File: config.mk
export PLATFORM = sky130hd
export DESIGN_NAME = sdi_seq
export DESIGN_NICKNAME = d
export VERILOG_FILES = /design/src/sdi_pkg.sv /design/src/sdi_dcnt.sv /design/src/sdi_seq.sv
export SDC_FILE = /design/constraint.sdc
export NUM_CORES = 1
export LEC_CHECK = 0
export BUFFER_PORTS_ARGS = -buffer_cell sky130_fd_sc_hd__buf_4
export CAP_MARGIN = 25
export CORE_UTILIZATION = 50
export CTS_BUF_LIST = sky130_fd_sc_hd__clkbuf_8
export DETAILED_ROUTE_END_ITERATION = 10
export HOLD_SLACK_MARGIN = 0.03
export PLACE_DENSITY_LB_ADDON = 0.2
export SLEW_MARGIN = 0
export SYNTH_ARGS = -nofsm -noshare
export SYNTH_HDL_FRONTEND = slang
export SYNTH_HIERARCHICAL = 1
export SYNTH_SLANG_ARGS = --single-unit
File: constraint.sdc
create_clock -name mclk -period 5.79 [get_ports mclk]
set_input_delay 0.579 -clock mclk [delete_from_list [all_inputs] [get_ports mclk]]
set_output_delay 0.579 -clock mclk [all_outputs]
set_load 0.02 [all_outputs]
File: src/sdi_pkg.sv
// Shared constants and types for the SDRAM initialization sequencer.
package sdi_pkg;

	////////////////////////////////////////////////////////////////////////////
	// Register byte offsets on the APB bus.
	localparam logic [7:0] OFS_CONFIG = 8'h00; // SDRAM configuration.
	localparam logic [7:0] OFS_REFRESH = 8'h04; // Refresh rate divisor.
	localparam logic [7:0] OFS_TIMING = 8'h08; // Command timing fields.
	localparam logic [7:0] OFS_SR_EXIT = 8'h0C; // Self refresh exit count.
	localparam logic [7:0] OFS_STATUS = 8'h10; // Read-only sequencer state.

	////////////////////////////////////////////////////////////////////////////
	// Field positions in the configuration register.
	localparam int CFG_SELF_REFRESH = 31; // Top byte, never restarts the sequence.
	localparam int CFG_NARROW = 14; // Narrow bus select.
	localparam int CFG_CL_LSB = 9; // CAS latency, three bits.
	localparam int CFG_UNLOCK = 8; // Latency write unlock, write only.
	localparam int CL_W = 3; // Width of the CAS latency field.

	// Field positions in the timing register.
	localparam int TIM_RFC_LSB = 27; // Refresh cycle time, five bits.
	localparam int TIM_RP_LSB = 24; // Precharge time, three bits.
	localparam int TIM_RCD_LSB = 20; // Activate to access time, three bits.
	localparam int TIM_WR_LSB = 16; // Write recovery time, three bits.
	localparam int TIM_RAS_LSB = 12; // Active to precharge time, four bits.
	localparam int TIM_RC_LSB = 8; // Row cycle time, four bits.
	localparam int TIM_RRD_LSB = 4; // Row to row delay, three bits.
	localparam int RFC_W = 5; // Width of the refresh cycle field.
	localparam int RP_W = 3; // Width of the precharge field.

	////////////////////////////////////////////////////////////////////////////
	// Reset values.
	localparam logic [12:0] RR_RST = 13'h0100; // Refresh rate divisor.
	localparam logic [31:0] TIM_RST = 32'hFF7F_FF70; // Slowest legal timing.
	localparam logic [7:0] TXS_RST = 8'hFF; // Self refresh exit count.
	localparam logic [2:0] CL_RST = 3'h3; // CAS latency three.
	localparam logic NARROW_RST = 1'b1; // 16-bit data bus.

	////////////////////////////////////////////////////////////////////////////
	// Timing counts.
	localparam int NOP_INTERVALS = 8; // Refresh intervals of NOP at start.
	localparam int INIT_REFRESHES = 8; // Auto refreshes after the precharge.
	localparam int CLK_PERIOD_NS = 40; // Memory clock period.
	localparam int MRD_NS = 80; // Mode register load to next command.
	localparam logic [7:0] MRD_CYC = 8'((MRD_NS + CLK_PERIOD_NS - 1) / CLK_PERIOD_NS);

	////////////////////////////////////////////////////////////////////////////
	// Commands as {cs_n, ras_n, cas_n, we_n}.
	localparam logic [3:0] CMD_NOP = 4'h7;
	localparam logic [3:0] CMD_PRE = 4'h2;
	localparam logic [3:0] CMD_REF = 4'h1;
	localparam logic [3:0] CMD_LMR = 4'h0;
	localparam int A10 = 10; // Address bit that selects all banks.

	// Burst length codes in the mode value.
	localparam logic [2:0] BL4_CODE = 3'h2;
	localparam logic [2:0] BL8_CODE = 3'h3;

	// Sequencer states.
	typedef enum logic [3:0] {
		st_start, st_pre0, st_nopw, st_pre, st_aref, st_lmr,
		st_fpre, st_fref, st_wait, st_idle, st_sref, st_srh
	} sdi_st_t;

	// Mode value: no write burst option, sequential bursts, latency and length.
	function automatic logic [9:0] sdi_mode(input logic [2:0] cl, input logic narrow);
		sdi_mode = {3'h0, cl, 1'b0, narrow ? BL8_CODE : BL4_CODE};
	endfunction : sdi_mode

endpackage : sdi_pkg

File: src/sdi_dcnt.sv
// Loadable down counter used for refresh intervals and command waits.
`timescale 1ns/1ps
module sdi_dcnt #(
	parameter int W = 8
) (
	input wire logic mclk,
	input wire logic rstn,
	input wire logic ce,
	input wire logic load,
	input wire logic [W-1:0] value,
	output logic zero
);

	// The whole state is the count.
	typedef struct packed {
		logic [W-1:0] cnt; // Cycles left.
	} sdi_cnt_state_t;

	sdi_cnt_state_t r_ff; // Registered state.
	sdi_cnt_state_t nxt_r; // Next state.

	// Load wins; otherwise count down and rest at zero.
	always_comb begin
		nxt_r = r_ff;
		if (load) begin
			nxt_r.cnt = value;
		end else if (r_ff.cnt != '0) begin
			nxt_r.cnt = r_ff.cnt - 1'b1;
		end
	end

	// State register, frozen while the clock enable is low.
	always_ff @(posedge mclk or negedge rstn) begin
		if (!rstn) begin
			r_ff <= '0;
		end else if (ce) begin
			r_ff <= nxt_r;
		end
	end

	assign zero = (r_ff.cnt == '0);

endmodule : sdi_dcnt

File: src/sdi_seq.sv
// SDRAM initialization sequencer with refresh, timing and self refresh settings.
//
// What this block does
// - Schedules refreshes from a programmable rate divisor.
// - Holds timing fields; waits precharge and refresh cycle times between commands.
// - Waits the exit count after self refresh.
// - Runs initialization on reset; no access before.
// - Low config bytes restart init; top byte not.
// - Sequence runs whether or not memory present.
// - On write restart, precharge all if bank open.
// - Clock enable high, NOPs for eight intervals.
// - One interval equals divisor memory clock cycles.
// - Then precharge all with address bit 10.
// - Then exactly eight auto refresh commands.
// - Then load mode on address bits 9:0.
// - Mode: zero top bits, sequential, CAS latency.
// - Burst length four or eight from narrow select.
// - Finish: precharge if bank open, then refresh.
`timescale 1ns/1ps
module sdi_seq #(
	parameter int AW = 13
) (
	input wire logic mclk,
	input wire logic rstn,
	input wire logic ce,
	input wire logic psel,
	input wire logic penable,
	input wire logic pwrite,
	input wire logic [7:0] paddr,
	input wire logic [31:0] pwdata,
	input wire logic [3:0] pstrb,
	output logic [31:0] prdata,
	output logic pready,
	output logic pslverr,
	input wire logic bank_open,
	input wire logic mem_req,
	output logic mem_grant,
	output logic init_done,
	output logic sdram_clock_enable_out,
	output logic sdram_cs_n,
	output logic sdram_ras_n,
	output logic sdram_cas_n,
	output logic sdram_we_n,
	output logic [AW-1:0] memory_address_bus
);

	////////////////////////////////////////////////////////////////////////////
	// Every flip-flop of the block, apart from the two timers and the check helper counters, lives in this one struct.
	typedef struct packed {
		sdi_pkg::sdi_st_t st; // Current state.
		sdi_pkg::sdi_st_t ret; // State to resume after a wait.
		logic [3:0] cnt; // Interval or refresh counter.
		logic by_write; // Sequence was started by a config write.
		logic final_ref; // The refresh in progress ends initialization.
		logic ref_pend; // A periodic refresh is due.
		logic iv_restart; // Restart the interval timer.
		logic self_refresh; // Self refresh request.
		logic narrow; // Narrow bus select.
		logic [2:0] cl; // CAS latency setting.
		logic [12:0] rr; // Refresh rate divisor.
		logic [31:0] tim; // Timing fields.
		logic [7:0] txs; // Self refresh exit cycles.
		logic [3:0] cmd; // Command on the pins.
		logic [AW-1:0] addr; // Address on the pins.
		logic cke; // Clock enable pin.
		logic done; // Initialization finished.
		logic grant; // Request granted.
		logic pready; // APB ready.
		logic pslverr; // APB error for unmapped offsets.
		logic [31:0] prdata; // APB read data.
	} sdi_seq_state_t;

	sdi_seq_state_t r_ff; // Registered state.
	sdi_seq_state_t nxt_r; // Next state.

	logic iv_zero; // Interval timer at zero.
	logic iv_load; // Reload the interval timer.
	logic [12:0] iv_val; // Value loaded into the interval timer.
	logic wt_zero; // Wait timer at zero.
	logic wt_load; // Load the wait timer.
	logic [7:0] wt_val; // Value loaded into the wait timer.
	logic iv_evt; // One refresh interval has elapsed.
	logic apb_wr; // APB write completes this cycle.
	logic cfg_low_wr; // Write touching the low config bytes.

	////////////////////////////////////////////////////////////////////////////
	// Interval timer: reloading with divisor minus one gives a period of
	// exactly the divisor in cycles; a zero divisor degrades to every cycle.
	assign iv_evt = iv_zero && !r_ff.iv_restart;
	assign iv_load = iv_zero || r_ff.iv_restart;
	assign iv_val = (r_ff.rr == 13'h0000) ? 13'h0000 : r_ff.rr - 13'h0001;

	sdi_dcnt #(.W(13)) u_interval (
		.mclk(mclk),
		.rstn(rstn),
		.ce(ce),
		.load(iv_load),
		.value(iv_val),
		.zero(iv_zero)
	);

	// Wait timer for spacing commands; loaded from the sequencer below.
	sdi_dcnt #(.W(8)) u_wait (
		.mclk(mclk),
		.rstn(rstn),
		.ce(ce),
		.load(wt_load),
		.value(wt_val),
		.zero(wt_zero)
	);

	assign apb_wr = psel && penable && pwrite && r_ff.pready;
	assign cfg_low_wr = apb_wr && (paddr == sdi_pkg::OFS_CONFIG) && (|pstrb[2:0]);

	////////////////////////////////////////////////////////////////////////////
	// Next-state logic: bus slave, then the command sequencer.
	always_comb begin
		nxt_r = r_ff;
		wt_load = 1'b0;
		wt_val = 8'h00;
		// Pins default to NOP each cycle; commands last one cycle.
		nxt_r.cmd = sdi_pkg::CMD_NOP;
		nxt_r.addr = '0;
		nxt_r.iv_restart = 1'b0;
		nxt_r.grant = 1'b0;

		// Zero-wait slave: data and ready are prepared in the setup phase.
		nxt_r.pready = psel && !penable;
		nxt_r.pslverr = 1'b0;
		nxt_r.prdata = 32'h0000_0000;
		if (psel && !penable) begin
			case (paddr)
				sdi_pkg::OFS_CONFIG: begin
					nxt_r.prdata[sdi_pkg::CFG_SELF_REFRESH] = r_ff.self_refresh;
					nxt_r.prdata[sdi_pkg::CFG_NARROW] = r_ff.narrow;
					nxt_r.prdata[sdi_pkg::CFG_CL_LSB +: sdi_pkg::CL_W] = r_ff.cl;
				end
				sdi_pkg::OFS_REFRESH: nxt_r.prdata[12:0] = r_ff.rr;
				sdi_pkg::OFS_TIMING: nxt_r.prdata = r_ff.tim;
				sdi_pkg::OFS_SR_EXIT: nxt_r.prdata[7:0] = r_ff.txs;
				sdi_pkg::OFS_STATUS: nxt_r.prdata[5:0] = {r_ff.st, r_ff.cke, r_ff.done};
				default: nxt_r.pslverr = 1'b1;
			endcase
		end

		// Register writes take effect at the access-phase edge, per byte lane.
		if (apb_wr) begin
			case (paddr)
				sdi_pkg::OFS_CONFIG: begin
					if (pstrb[3]) begin
						nxt_r.self_refresh = pwdata[sdi_pkg::CFG_SELF_REFRESH];
					end
					if (pstrb[1]) begin
						nxt_r.narrow = pwdata[sdi_pkg::CFG_NARROW];
						// Latency changes only with the unlock bit in the same write.
						if (pwdata[sdi_pkg::CFG_UNLOCK]) begin
							nxt_r.cl = pwdata[sdi_pkg::CFG_CL_LSB +: sdi_pkg::CL_W];
						end
					end
				end
				sdi_pkg::OFS_REFRESH: begin
					if (pstrb[0]) nxt_r.rr[7:0] = pwdata[7:0];
					if (pstrb[1]) nxt_r.rr[12:8] = pwdata[12:8];
					nxt_r.iv_restart = |pstrb[1:0];
				end
				sdi_pkg::OFS_TIMING: begin
					for (int b = 0; b < 4; b++) begin
						if (pstrb[b]) nxt_r.tim[b*8 +: 8] = pwdata[b*8 +: 8];
					end
				end
				sdi_pkg::OFS_SR_EXIT: begin
					if (pstrb[0]) nxt_r.txs = pwdata[7:0];
				end
				default: ;
			endcase
		end

		// A refresh falls due each interval; a new one wins over the take.
		if (iv_evt) begin
			nxt_r.ref_pend = 1'b1;
		end

		case (r_ff.st)
			// Precharge first only when software restarted with a bank open.
			sdi_pkg::st_pre0: begin
				if (r_ff.by_write && bank_open) begin
					nxt_r.cmd = sdi_pkg::CMD_PRE;
					nxt_r.addr[sdi_pkg::A10] = 1'b1;
					wt_load = 1'b1;
					wt_val = 8'(r_ff.tim[sdi_pkg::TIM_RP_LSB +: sdi_pkg::RP_W]);
					nxt_r.ret = sdi_pkg::st_start;
					nxt_r.st = sdi_pkg::st_wait;
				end else begin
					nxt_r.st = sdi_pkg::st_start;
				end
			end
			// The wait starts on a fresh interval so all eight are whole.
			sdi_pkg::st_start: begin
				nxt_r.cke = 1'b1;
				nxt_r.iv_restart = 1'b1;
				nxt_r.cnt = 4'h0;
				nxt_r.st = sdi_pkg::st_nopw;
			end
			// NOPs only; the memory may or may not be there.
			sdi_pkg::st_nopw: begin
				if (iv_evt) begin
					nxt_r.cnt = r_ff.cnt + 4'h1;
					if (r_ff.cnt == 4'(sdi_pkg::NOP_INTERVALS - 1)) begin
						nxt_r.st = sdi_pkg::st_pre;
					end
				end
			end
			sdi_pkg::st_pre: begin
				nxt_r.cmd = sdi_pkg::CMD_PRE;
				nxt_r.addr[sdi_pkg::A10] = 1'b1;
				nxt_r.cnt = 4'h0;
				wt_load = 1'b1;
				wt_val = 8'(r_ff.tim[sdi_pkg::TIM_RP_LSB +: sdi_pkg::RP_W]);
				nxt_r.ret = sdi_pkg::st_aref;
				nxt_r.st = sdi_pkg::st_wait;
			end
			// Each refresh is spaced by the refresh cycle time.
			sdi_pkg::st_aref: begin
				nxt_r.cmd = sdi_pkg::CMD_REF;
				nxt_r.cnt = r_ff.cnt + 4'h1;
				wt_load = 1'b1;
				wt_val = 8'(r_ff.tim[sdi_pkg::TIM_RFC_LSB +: sdi_pkg::RFC_W]);
				if (r_ff.cnt == 4'(sdi_pkg::INIT_REFRESHES - 1)) begin
					nxt_r.ret = sdi_pkg::st_lmr;
				end else begin
					nxt_r.ret = sdi_pkg::st_aref;
				end
				nxt_r.st = sdi_pkg::st_wait;
			end
			sdi_pkg::st_lmr: begin
				nxt_r.cmd = sdi_pkg::CMD_LMR;
				nxt_r.addr[9:0] = sdi_pkg::sdi_mode(r_ff.cl, r_ff.narrow);
				wt_load = 1'b1;
				wt_val = sdi_pkg::MRD_CYC;
				nxt_r.final_ref = 1'b1;
				nxt_r.ret = sdi_pkg::st_fpre;
				nxt_r.st = sdi_pkg::st_wait;
			end
			// Refresh cycle, shared by the end of init and the periodic path.
			sdi_pkg::st_fpre: begin
				if (bank_open) begin
					nxt_r.cmd = sdi_pkg::CMD_PRE;
					nxt_r.addr[sdi_pkg::A10] = 1'b1;
					wt_load = 1'b1;
					wt_val = 8'(r_ff.tim[sdi_pkg::TIM_RP_LSB +: sdi_pkg::RP_W]);
					nxt_r.ret = sdi_pkg::st_fref;
					nxt_r.st = sdi_pkg::st_wait;
				end else begin
					nxt_r.st = sdi_pkg::st_fref;
				end
			end
			sdi_pkg::st_fref: begin
				nxt_r.cmd = sdi_pkg::CMD_REF;
				wt_load = 1'b1;
				wt_val = 8'(r_ff.tim[sdi_pkg::TIM_RFC_LSB +: sdi_pkg::RFC_W]);
				nxt_r.ret = sdi_pkg::st_idle;
				nxt_r.st = sdi_pkg::st_wait;
			end
			// Done is raised only after the last refresh has had its full time.
			sdi_pkg::st_wait: begin
				if (wt_zero) begin
					nxt_r.st = r_ff.ret;
					if (r_ff.ret == sdi_pkg::st_idle && r_ff.final_ref) begin
						nxt_r.done = 1'b1;
						nxt_r.final_ref = 1'b0;
					end
				end
			end
			// Self refresh beats a due refresh, since the memory refreshes itself.
			sdi_pkg::st_idle: begin
				nxt_r.grant = mem_req && r_ff.done;
				if (r_ff.self_refresh && bank_open) begin
					nxt_r.cmd = sdi_pkg::CMD_PRE;
					nxt_r.addr[sdi_pkg::A10] = 1'b1;
					wt_load = 1'b1;
					wt_val = 8'(r_ff.tim[sdi_pkg::TIM_RP_LSB +: sdi_pkg::RP_W]);
					nxt_r.ret = sdi_pkg::st_idle;
					nxt_r.st = sdi_pkg::st_wait;
					nxt_r.grant = 1'b0;
				end else if (r_ff.self_refresh) begin
					nxt_r.st = sdi_pkg::st_sref;
					nxt_r.grant = 1'b0;
				end else if (r_ff.ref_pend) begin
					nxt_r.ref_pend = iv_evt;
					nxt_r.st = sdi_pkg::st_fpre;
					nxt_r.grant = 1'b0;
				end
			end
			sdi_pkg::st_sref: begin
				nxt_r.cmd = sdi_pkg::CMD_REF;
				nxt_r.cke = 1'b0;
				nxt_r.st = sdi_pkg::st_srh;
			end
			// On exit, hold NOPs for the programmed count before any command.
			sdi_pkg::st_srh: begin
				if (!r_ff.self_refresh) begin
					nxt_r.cke = 1'b1;
					wt_load = 1'b1;
					wt_val = r_ff.txs;
					nxt_r.ret = sdi_pkg::st_idle;
					nxt_r.st = sdi_pkg::st_wait;
				end
			end
			default: nxt_r.st = sdi_pkg::st_start;
		endcase

		// A low-byte config write restarts from scratch, even mid-sequence;
		// a top-byte write only changes the self refresh request.
		if (cfg_low_wr) begin
			nxt_r.st = sdi_pkg::st_pre0;
			nxt_r.by_write = 1'b1;
			nxt_r.done = 1'b0;
			nxt_r.final_ref = 1'b0;
			nxt_r.grant = 1'b0;
			// A restart must not wake a memory in self refresh without its exit count.
			if (r_ff.st == sdi_pkg::st_sref) begin
				nxt_r.cmd = sdi_pkg::CMD_NOP;
				nxt_r.cke = r_ff.cke;
			end else if (r_ff.st == sdi_pkg::st_srh) begin
				nxt_r.cke = 1'b1;
				wt_load = 1'b1;
				wt_val = r_ff.txs;
				nxt_r.ret = sdi_pkg::st_pre0;
				nxt_r.st = sdi_pkg::st_wait;
			end
		end
	end

	////////////////////////////////////////////////////////////////////////////
	// State register. Reset enters the sequence directly, without the
	// opening precharge, because no bank can be open after reset.
	always_ff @(posedge mclk or negedge rstn) begin
		if (!rstn) begin
			r_ff <= '0;
			r_ff.st <= sdi_pkg::st_start;
			r_ff.ret <= sdi_pkg::st_idle;
			r_ff.cmd <= sdi_pkg::CMD_NOP;
			r_ff.narrow <= sdi_pkg::NARROW_RST;
			r_ff.cl <= sdi_pkg::CL_RST;
			r_ff.rr <= sdi_pkg::RR_RST;
			r_ff.tim <= sdi_pkg::TIM_RST;
			r_ff.txs <= sdi_pkg::TXS_RST;
		end else if (ce) begin
			r_ff <= nxt_r;
		end
	end

	assign prdata = r_ff.prdata;
	assign pready = r_ff.pready;
	assign pslverr = r_ff.pslverr;
	assign mem_grant = r_ff.grant;
	assign init_done = r_ff.done;
	assign sdram_clock_enable_out = r_ff.cke;
	assign {sdram_cs_n, sdram_ras_n, sdram_cas_n, sdram_we_n} = r_ff.cmd;
	assign memory_address_bus = r_ff.addr;

	////////////////////////////////////////////////////////////////////////////
	// Checks. Helper counters: refreshes since the last precharge, and
	// cycles since the clock enable came back from self refresh.
	logic [3:0] h_aref_ff; // Refreshes since the last precharge.
	logic [7:0] h_xs_ff; // Cycles since self refresh exit began.

	always_ff @(posedge mclk or negedge rstn) begin
		if (!rstn) begin
			h_aref_ff <= 4'h0;
			h_xs_ff <= 8'hFF;
		end else if (ce) begin
			if (r_ff.cmd == sdi_pkg::CMD_PRE) h_aref_ff <= 4'h0;
			else if (r_ff.cmd == sdi_pkg::CMD_REF && h_aref_ff != 4'hF) h_aref_ff <= h_aref_ff + 4'h1;
			if (r_ff.st == sdi_pkg::st_srh) h_xs_ff <= 8'h00;
			else if (h_xs_ff != 8'hFF) h_xs_ff <= h_xs_ff + 8'h01;
		end
	end
endmodule : sdi_seq

Word level (Yosys, flattened, before mapping)
Index checks and enable logic that the tools add are counted.

Eq/ne operators: 25. Reductions and logical operators: 53. Add/sub/neg operators: 4. Mux-type cells: 99.

Operators with widths (number): $mux W8 (17); $mux W4 (15); $mux W59 (1); $pmux W8 S7 (1); $mux W13 (4); $reduce_and A4 Y1 (11); $pmux W4 S9 (1); $mux W33 (1); $mux W1 (32); $mux W32 (1); $pmux W4 S8 (1); $logic_not A13 Y1 (2); $sub A13 B1 Y13 const B (2); $mux W3 (8); $pmux W6 S4 (1); $eq A4 B3 Y1 const B (5); $eq A4 B4 Y1 const B (5); $pmux W3 S6 (1); $eq A8 B4 Y1 const B (2); $logic_not A8 Y1 (2); $mux W16 (1); $reduce_bool A13 Y1 (1); $ne A3 B3 Y1 const B (4); $pmux W4 S3 (1); other kinds (32) (61).

Bits of input ports: 52. Logic and storage cells: 208. Flip-flop bits (word level): 147. Output and inout port bits: 54.

Depth between registers and ports, before layout
Gate-level depths: netlist of the first run.

Word-level depth: 8. Gate-level depth with buffers: 12. Mapped depth without buffers: 10.

By module
Netlist of the first run, hierarchy kept.

Modules (own cells, without submodules): sdi_seq (area an instance 6545.0 um^2, cells each 600, times used 1); sdi_dcnt at u_interval (area an instance 918.4 um^2, cells each 105, times used 1); sdi_dcnt at u_wait (area an instance 521.8 um^2, cells each 60, times used 1).

Worst setup path after synthesis of the first run
Ideal clock, no wire load.

Kind: input-to-reg. Start: input pstrb[1]. End: register u_wait/r_ff[5] (netlist bit). Setup slack: 3060 ps. Stages: 8. Buffers on the path: 1. Library setup time: 68 ps. Arrival time: 2661 ps. Path through: or2_2 > o21a_1 > a21oi_1 > nor2_2 > or3_1 > clkbuf_1 > or4_1 > nand3_1.

Longest elaborated chain between the ends: 5. Elaborated cells between the ends (all ways): 7. Classes of those cells: mux (3); reduce/logical (4).

Ends and longest elaborated chain: start, declared (line sdi_seq.sv:31) `input wire logic [3:0] pstrb,`; $reduce_or A3 Y1 * (line sdi_seq.sv:113) `assign cfg_low_wr = apb_wr && (paddr == sdi_pkg::OFS_CONFIG) && (|pstrb[2:0]);`; $logic_and A1 B1 Y1 * (line sdi_seq.sv:113); $mux W1 * (line sdi_seq.sv:314) `if (cfg_low_wr) begin`; via wt_load (line sdi_seq.sv:80) `logic wt_load;`; $reduce_bool A2 Y1 (no source line); $reduce_and A2 Y1 (no source line); end signal, assigned (line sdi_dcnt.sv:37) `r_ff <= nxt_r;`; end, declared (line sdi_dcnt.sv:19) `sdi_cnt_state_t r_ff;`.

Mark *: on every way through the listed nets, which the timed path passes. The rest lies on a longest branch. A chain may end at the register's enable or synchronous reset.

Worst setup path in the final report of the first run
Start: register u_interval/r_ff[0] (netlist bit). End: register r_ff[119] (netlist bit).

Longest elaborated chain between the ends: 4.

Ends and longest elaborated chain: start, declared (line sdi_dcnt.sv:19); start signal, assigned (line sdi_dcnt.sv:37); $logic_not A13 Y1 (line sdi_dcnt.sv:41) `assign zero = (r_ff.cnt == '0);`; via iv_zero (line sdi_seq.sv:76) `logic iv_zero;`; $logic_and A1 B1 Y1 (line sdi_seq.sv:89) `assign iv_evt = iv_zero && !r_ff.iv_restart;`; $ne A2 B2 Y1 (no source line); $reduce_and A3 Y1 (no source line); end signal, assigned (line sdi_seq.sv:349) `r_ff <= nxt_r;`; end, declared (line sdi_seq.sv:73) `sdi_seq_state_t r_ff;`.

The timed path passes the listed nets, and every way through them passes these cells.

==> results by group, run 1 <==
Global route
  – Global router's overall resource usage: 25.3%
  – Number of global-route vias before repair: 6086
  – Pin count of the biggest net entering global routing: 73
  – Initial antenna violation count: 0
  – Overflow left after global routing: 0
  – Global-route wire length before repair: 32.2 mm

Critical path
  – Worst R2R Setup Slack: 2.48 ns
  – Cell mode on critical path: inv_1
  – End of the worst register-to-register path: r_ff[119]
  – Slowest cell on crit path: a2111o_1
  – CP arrival: 3.66 ns
  – Setup Crit Path Kind: flip-flop to flip-flop
  – CP Capture Type: flip-flop
  – Critical Path RT: 6.14 ns
  – Critical-path cell list: inv_1 -> ha_1 -> nor4b_1 -> nand3_1 -> inv_1 -> nor2b_1 -> o21bai_1 -> a2111o_1 -> or2_1 -> o31ai_1
  – CP max stage delay: 0.51 ns
  – Crit path launch type: flip-flop
  – R2r startpoint: u_interval/r_ff[0]
  – Crit. Startpoint: u_interval/r_ff[0]
  – Worst setup path endpoint: r_ff[119]
  – Reg2reg path depth: 10
  – CP max FO: 11

Yosys
  – Distinct cells, synth: 85
  – Gate count of the mapped netlist: 765
  – Syn Area/Cell: 10.4 um2
  – YS warnings: 6
  – Post-synth ARST share: 100%
  – Cell Area, Synth: 0.00799 mm2
  – Yosys reg bits: 141
  – Seq/Total Area, Yosys: 44.9%
  – Post-synth EDFFs: 0
  – Synth Flop Type: dfrtp_1

Timing
  – Minimum clock period: 3.31 ns
  – Worst hold slack: 0.135 ns
  – Final hold vios: 0
  – Setup TNS: 0 ns
  – Max Freq: 302 MHz
  – Final period util: 57.2%
  – Setup violators final: 0
  – Unrepaired setup endpoints after global routing: no
  – Worst rel slew slack: 39.8%
  – Final Skew: 0.00782 ns
  – Final Max Tran Viols: 0
  – Worst-margin pin slew: 0.903 ns

Layout
  – Layout cells sized above 1: 32.8%
  – Commonest cells after routing, fill and taps aside: 98 x dfrtp_1, 98 x buf_4, 51 x mux2_2
  – NumNets Final: 858
  – ANT cells: 0
  – Synth-to-layout area growth: 11.0%
  – Final instance area: 0.00886 mm2

Clock network
  – CTS Hold Buffers Added: 0
  – Clk buf depth: 2
  – Clk pin slew, worst setup/hold paths: 0.09 ns
  – Root buffer cell: clkbuf_8
  – CTS Sinks: 141
  – H-tree depth: 4
  – CTS tree: yes
  – Post-CTS Setup Bufs: 0
  – Clk_lat worst skew: 0.44 ns
  – TritonCTS Buffers: 17
  – Post-cts sizing count: 0

Worst hold path
  – Hold Crit Class: primary input to asynchronous set/reset pin

Power
  – Pleak: 0.00408 uW
  – Max IR drop VDD: 0.186 mV
  – Clock Power Share: 25.9%
  – Logic pwr share: 30.6%
  – Cell Pwr Density: 343 mW/mm2
  – Reg power frac: 43.5%
  – P_int: 1870 uW
  – Total chip power: 3040 uW
  – Sw frac: 38.6%
  – Total net switching power: 1170 uW

Floorplan
  – IO Pins: 106
  – Die ar.: 0.0165 mm2
  – Die X-Extent: 128 um
  – Starting Density: 51.9%
  – Die span in y: 128 um
  – # rows: 45
  – Core Area: 0.0154 mm2

Status
  – Status: completed

Job
  – Max Cap Violations: 0

Placed design
  – Port buffer count: 97
  – Placed Area: 0.00847 mm2
  – Dpl hpwl: 14.2 mm
  – Routability Congestion: 0.943

Routing
  – Drt pass-1 iters: 7
  – Via count: 6108
  – ANT nets after route: 0
  – Avg WL per Cell: 19.3 um
  – Vias per cell: 5.96
  – DRC: 0
  – DR iter-0 viols: 395
  – Total wire length: 19.8 mm
-- worst min path at each step --
stage                start                 end  slack (ns)  cells past startpoint
2_1_floorplan         rstn           init_done        0.28                      0
3_3_place_gp     r_ff[119]           r_ff[119]        0.46                      1
3_5_place_dp   sdram_cas_n         sdram_cas_n        0.46                      2
4_1_cts               rstn  u_interval/r_ff[7]        0.14                      1
5_1_grt               rstn  u_interval/r_ff[7]        0.16                      1
6_report              rstn  u_interval/r_ff[7]        0.14                      1
-- cell usage after synthesis (5+ instances only) --
master	n	share of area [%]
a21oi_1	27	1.7
a22o_1	36	3.9
a22oi_1	15	1.4
a2bb2oi_1	6	0.66
a31oi_1	8	0.63
and2_1	7	0.55
and3_1	8	0.63
buf_2	14	0.88
buf_4	48	4.5
clkbuf_1	23	1.1
dfrtp_1	98	31
dfstp_2	43	14
ha_1	6	0.94
inv_1	27	1.3
mux2_2	51	7.2
mux2_4	11	2.1
mux2i_1	12	1.5
nand2_1	34	1.6
nand2b_1	7	0.55
nand3_1	15	0.94
nand4_1	7	0.55
nor2_1	49	2.3
nor2b_1	11	0.86
nor3_1	16	1.0
nor4_1	6	0.47
o21a_1	6	0.56
o21ai_0	41	2.6
o2bb2ai_1	15	1.6
o31ai_1	5	0.47
or3_1	6	0.47
-- flip-flops by register name, indices dropped and copies added, names as in the netlist --
name,flops
r_ff,74
prdata,32
u_interval/r_ff,13
u_wait/r_ff,8
memory_address_bus,6
init_done,1
mem_grant,1
pready,1
pslverr,1
sdram_cas_n,1
sdram_clock_enable_out,1
sdram_ras_n,1
sdram_we_n,1
-- kinds of logic (layout without fill, tap and decap cells) --
family          count (synthesis)  after routing  synth area share, %
simple gates                  211            211                 15.5
other cells                     1              8               0.0470
buf+inv                       118            159                 8.21
xor+xnor                        8              8                0.877
fa+ha+maj                       7              7                 1.07
mux                            74             74                 10.8
compound gates                205            205                 18.7
flops                         141            141                 44.9
-- metal layers --
layer	global-route usage [%]	vias to the layer above	routed length, um
li1	-	2847	-
met1	33.7	3056	8820
met2	42.3	184	9790
met3	4.45	21	822
met4	7.54	0	376
met5	0	-	0
-- worst max-delay path: cells and delay by family, from the launching register on --
kind                       cells  cell delay, ns
AOI/OAI and AO/OA              3            0.86
adders and majority gates      1            0.14
buffers and inverters          2            0.38
DFF                            1            0.42
and+or+nand+nor                4            1.41
-- metrics by stage --
| stage | std cells | setup WS [ns] | util (%) |
|---|---|---|---|
| 3_3_place_gp | 991 | 2.33 | 55.1 |
| 5_1_grt | 1024 | 2.10 | 57.7 |
| 3_5_place_dp | 991 | 2.18 | 55.1 |
| 2_1_floorplan | 772 | 3.06 | - |
| 6_report | 1024 | 2.48 | 57.7 |
| 4_1_cts | 1023 | 2.53 | 57.6 |
-- final cells by class --
cell class              count  area [um2]
repair buffers            100         754
well taps                 211         264
inverters                  27         101
clock inverters            15         153
clock buffers              17         234
flip-flops and latches    141        3580
fillers                  1352        6510
multi-input cells         513        3770
-- power groups by stage --
| stage | Sequential (uW) | Combinational (uW) | Clock, uW |
|---|---|---|---|
| 5_1_grt | 1350 | 1040 | 844 |
| 3_5_place_dp | 1330 | 921 | 0 |
| 6_report | 1320 | 931 | 785 |
| 3_3_place_gp | 1330 | 898 | 0 |
| 4_1_cts | 1320 | 923 | 809 |
| 2_1_floorplan | 1250 | 762 | 0 |
No activity file was read; power rests on OpenSTA's default activity.
==> run 2: changes to the inputs <==
==> constraint.sdc (replaced) <==
create_clock -name mclk -period 3.3 [get_ports mclk]
set_input_delay 0.33 -clock mclk [delete_from_list [all_inputs] [get_ports mclk]]
set_output_delay 0.33 -clock mclk [all_outputs]
set_load 0.02 [all_outputs]
==> results by group, run 2 (synthesis gave the netlist of run 1 again) <==
Layout
  – Max FFs per register: 74 (unchanged)
  – Layout cells sized above 1: 34.0% (+1.2 points)
  – Fill cells: 1331 (-1.6%)
  – NumNets Final: 874 (+1.9%)
  – Most common cell after layout, fill and taps aside: buf_4
  – Synth-to-layout area growth: 13.4%
  – Final core utilization: 58.9% (+1.3 points)
  – ANT cells: 0 (unchanged)
  – Commonest cells after routing, fill and taps aside: 113 x buf_4, 98 x dfrtp_1, 51 x mux2_2
  – Reg with most FFs: r_ff

Routing
  – Total wire length: 20.8 mm (+4.9%)
  – DRC: 0 (unchanged)
  – Avg WL per Cell: 20.0 um (+3.3%)
  – DR iter-0 viols: 546 (+38%)
  – ANT nets after route: 0 (unchanged)
  – Via count: 6236 (+2.1%)
  – Vias per cell: 6.00 (+0.52%)
  – Drt pass-1 iters: 5 (-2)

Timing
  – Minimum clock period: 2.73 ns (-0.581 ns)
  – Final Skew: 0.0150 ns (+0.00718 ns)
  – Worst-margin pin slew: 0.798 ns (-0.105 ns)
  – Setup violators final: 0 (unchanged)
  – Final hold vios: 0 (unchanged)
  – Max Freq: 366 MHz (+21%)
  – Setup TNS: 0 ns (unchanged)
  – Worst rel slew slack: 46.4% (+6.6 points)
  – Final period util: 82.8% (+26 points)
  – Unrepaired setup endpoints after global routing: no
  – Final Max Tran Viols: 0 (unchanged)

Floorplan
  – # rows: 45 (unchanged)
  – Die ar.: 0.0165 mm2 (unchanged)
  – IO Pins: 106 (unchanged)
  – Core Area: 0.0154 mm2 (unchanged)
  – Starting Density: 51.9% (unchanged)
  – Die span in y: 128 um (unchanged)
  – Die X-Extent: 128 um (unchanged)

Placed design
  – Dpl hpwl: 14.8 mm (+4.7%)
  – Routability Congestion: 0.868 (-8.0%)
  – Port buffer count: 97 (unchanged)

Critical path
  – Delay-heaviest family, CP: simple AND/OR/NAND/NOR gates
  – Crit path launch type: flip-flop
  – Setup Crit Path Kind: flip-flop to flip-flop
  – CP Capture Type: flip-flop
  – CP max stage delay: 0.49 ns (-0.02 ns)
  – Slowest cell on crit path: a2111o_1
  – Critical-path cell list: inv_1 -> ha_1 -> nor4b_1 -> nand3_1 -> inv_1 -> nor2b_1 -> o21bai_1 -> a2111o_1 -> or2_1 -> o31ai_1
  – Worst R2R Setup Slack: 0.57 ns (-1.91 ns)
  – R2r startpoint: u_interval/r_ff[0]
  – Critical Path RT: 3.65 ns (-2.49 ns)
  – CP arrival: 3.08 ns (-0.58 ns)
  – Reg2reg path depth: 10 (unchanged)
  – Worst path bufs/invs: 2 (unchanged)
  – CP max FO: 6 (-5)
  – Cell mode on critical path: inv_1
  – End of the worst register-to-register path: r_ff[119]

Clock network
  – CTS tree: yes
  – Clk pin slew, worst setup/hold paths: 0.09 ns (about the same)
  – Clk_lat worst skew: 0.46 ns (+0.02 ns)
  – Post-cts sizing count: 0 (unchanged)
  – H-tree depth: 4 (unchanged)
  – CTS Sinks: 141 (unchanged)
  – TritonCTS Buffers: 17 (unchanged)
  – Post-CTS Setup Bufs: 0 (unchanged)
  – Clk buf depth: 2 (unchanged)
  – Root buffer cell: clkbuf_8

Global route
  – GRT met1 Usage: 35.5% (+1.8 points)
  – Gr busiest metal: met2
  – Initial antenna violation count: 0 (unchanged)
  – Pin count of the biggest net entering global routing: 63 (-14%)
  – Global-route wire length before repair: 33.3 mm (+3.7%)
  – Routing usage on met2: 43.3% (+0.95 points)
  – Grt met3 use: 5.57% (+1.1 points)
  – Global router's overall resource usage: 26.4% (+1.1 points)
  – Number of global-route vias before repair: 6232 (+2.4%)
  – Overflow left after global routing: 0 (unchanged)

Worst hold path
  – Hold endpoint: r_ff[85]
  – Hold Crit Class: primary input to flip-flop
  – Worst Hold Launch: pwdata[23]
  – WHS Path Cells: 2

Job
  – Max Cap Violations: 0 (unchanged)

Power
  – Pleak: 0.00419 uW (+2.7%)
  – Cell Pwr Density: 620 mW/mm2 (+81%)
  – Max IR drop VDD: 0.411 mV (+120%)

Status
  – Status: completed
[run 2: cell types whose count changed in the layout (fill, tap and decap cells not counted), moves of 2 or more]
cell       delta
buf_4        +15
bufinv_16     +3
inv_8         -2
inv_6         -2
[run 2: area by class of cell]
type / count / area (um2) / share of cell area [%]
clock inverter: 15 / 211 / 2.33
sequential: 141 / 3580 / 39.6
multi-input combinational: 513 / 3770 / 41.7
clock buffer: 17 / 234 / 2.58
timing repair buffer: 116 / 890 / 9.82
inverter: 27 / 101 / 1.12
tap: 211 / 264 / 2.92
[run 2: timing repair]
item,4_1_cts,5_1_grt
endpoints found under the setup margin,0,0
hold endpoints to repair,39,0
hold buffers,1,0
[run 2: worst max path at each step]
stage,startpoint,to,depth (start not counted)
floorplan,u_interval/r_ff[0],r_ff[119],11
global placement,pstrb[1],u_wait/r_ff[5],9
detailed placement,paddr[3],u_wait/r_ff[5],9
CTS,u_interval/r_ff[0],r_ff[119],10
global route,u_interval/r_ff[0],r_ff[119],10
finish,u_interval/r_ff[0],r_ff[119],10
[run 2: stage by stage]
step / cell area [um2] / setup WS, ns / total power [uW] / hold WS, ns / std cells
final: 9060 / 0.569 / 5610 / 0.101 / 1040
after global routing: 9060 / 0.269 / 5950 / 0.0737 / 1040
after CTS: 9060 / 0.555 / 5620 / 0.0763 / 1040
after detailed placement: 8600 / 0.582 / 4040 / 0.324 / 1007
after global placement: 8600 / 0.627 / 3990 / 0.314 / 1007
after floorplan: 8010 / 0.780 / 3520 / 0.0344 / 772
[run 2: worst register-to-register path, delay by kind of cell, from the launching register on]
kind / cells / cell delay, ns
fa+ha+maj: 1 / 0.14
flops: 1 / 0.42
buf+inv: 2 / 0.26
compound gates: 3 / 0.84
simple gates: 4 / 0.97
[run 2: power breakdown]
group	switching [uW]	leakage, uW	total, uW	internal, uW
clock network	742	0.000221	1580	838
registers	269	0.00176	2230	1960
logic	1050	0.00221	1800	745
total	2070	0.00419	5610	3550
[run 2: metal layers]
metal / up-vias / wire length (um)
met3: 25 / 1040
li1: 2865 / -
met2: 196 / 10200
met1: 3150 / 9270
met4: 0 / 293
met5: - / 0
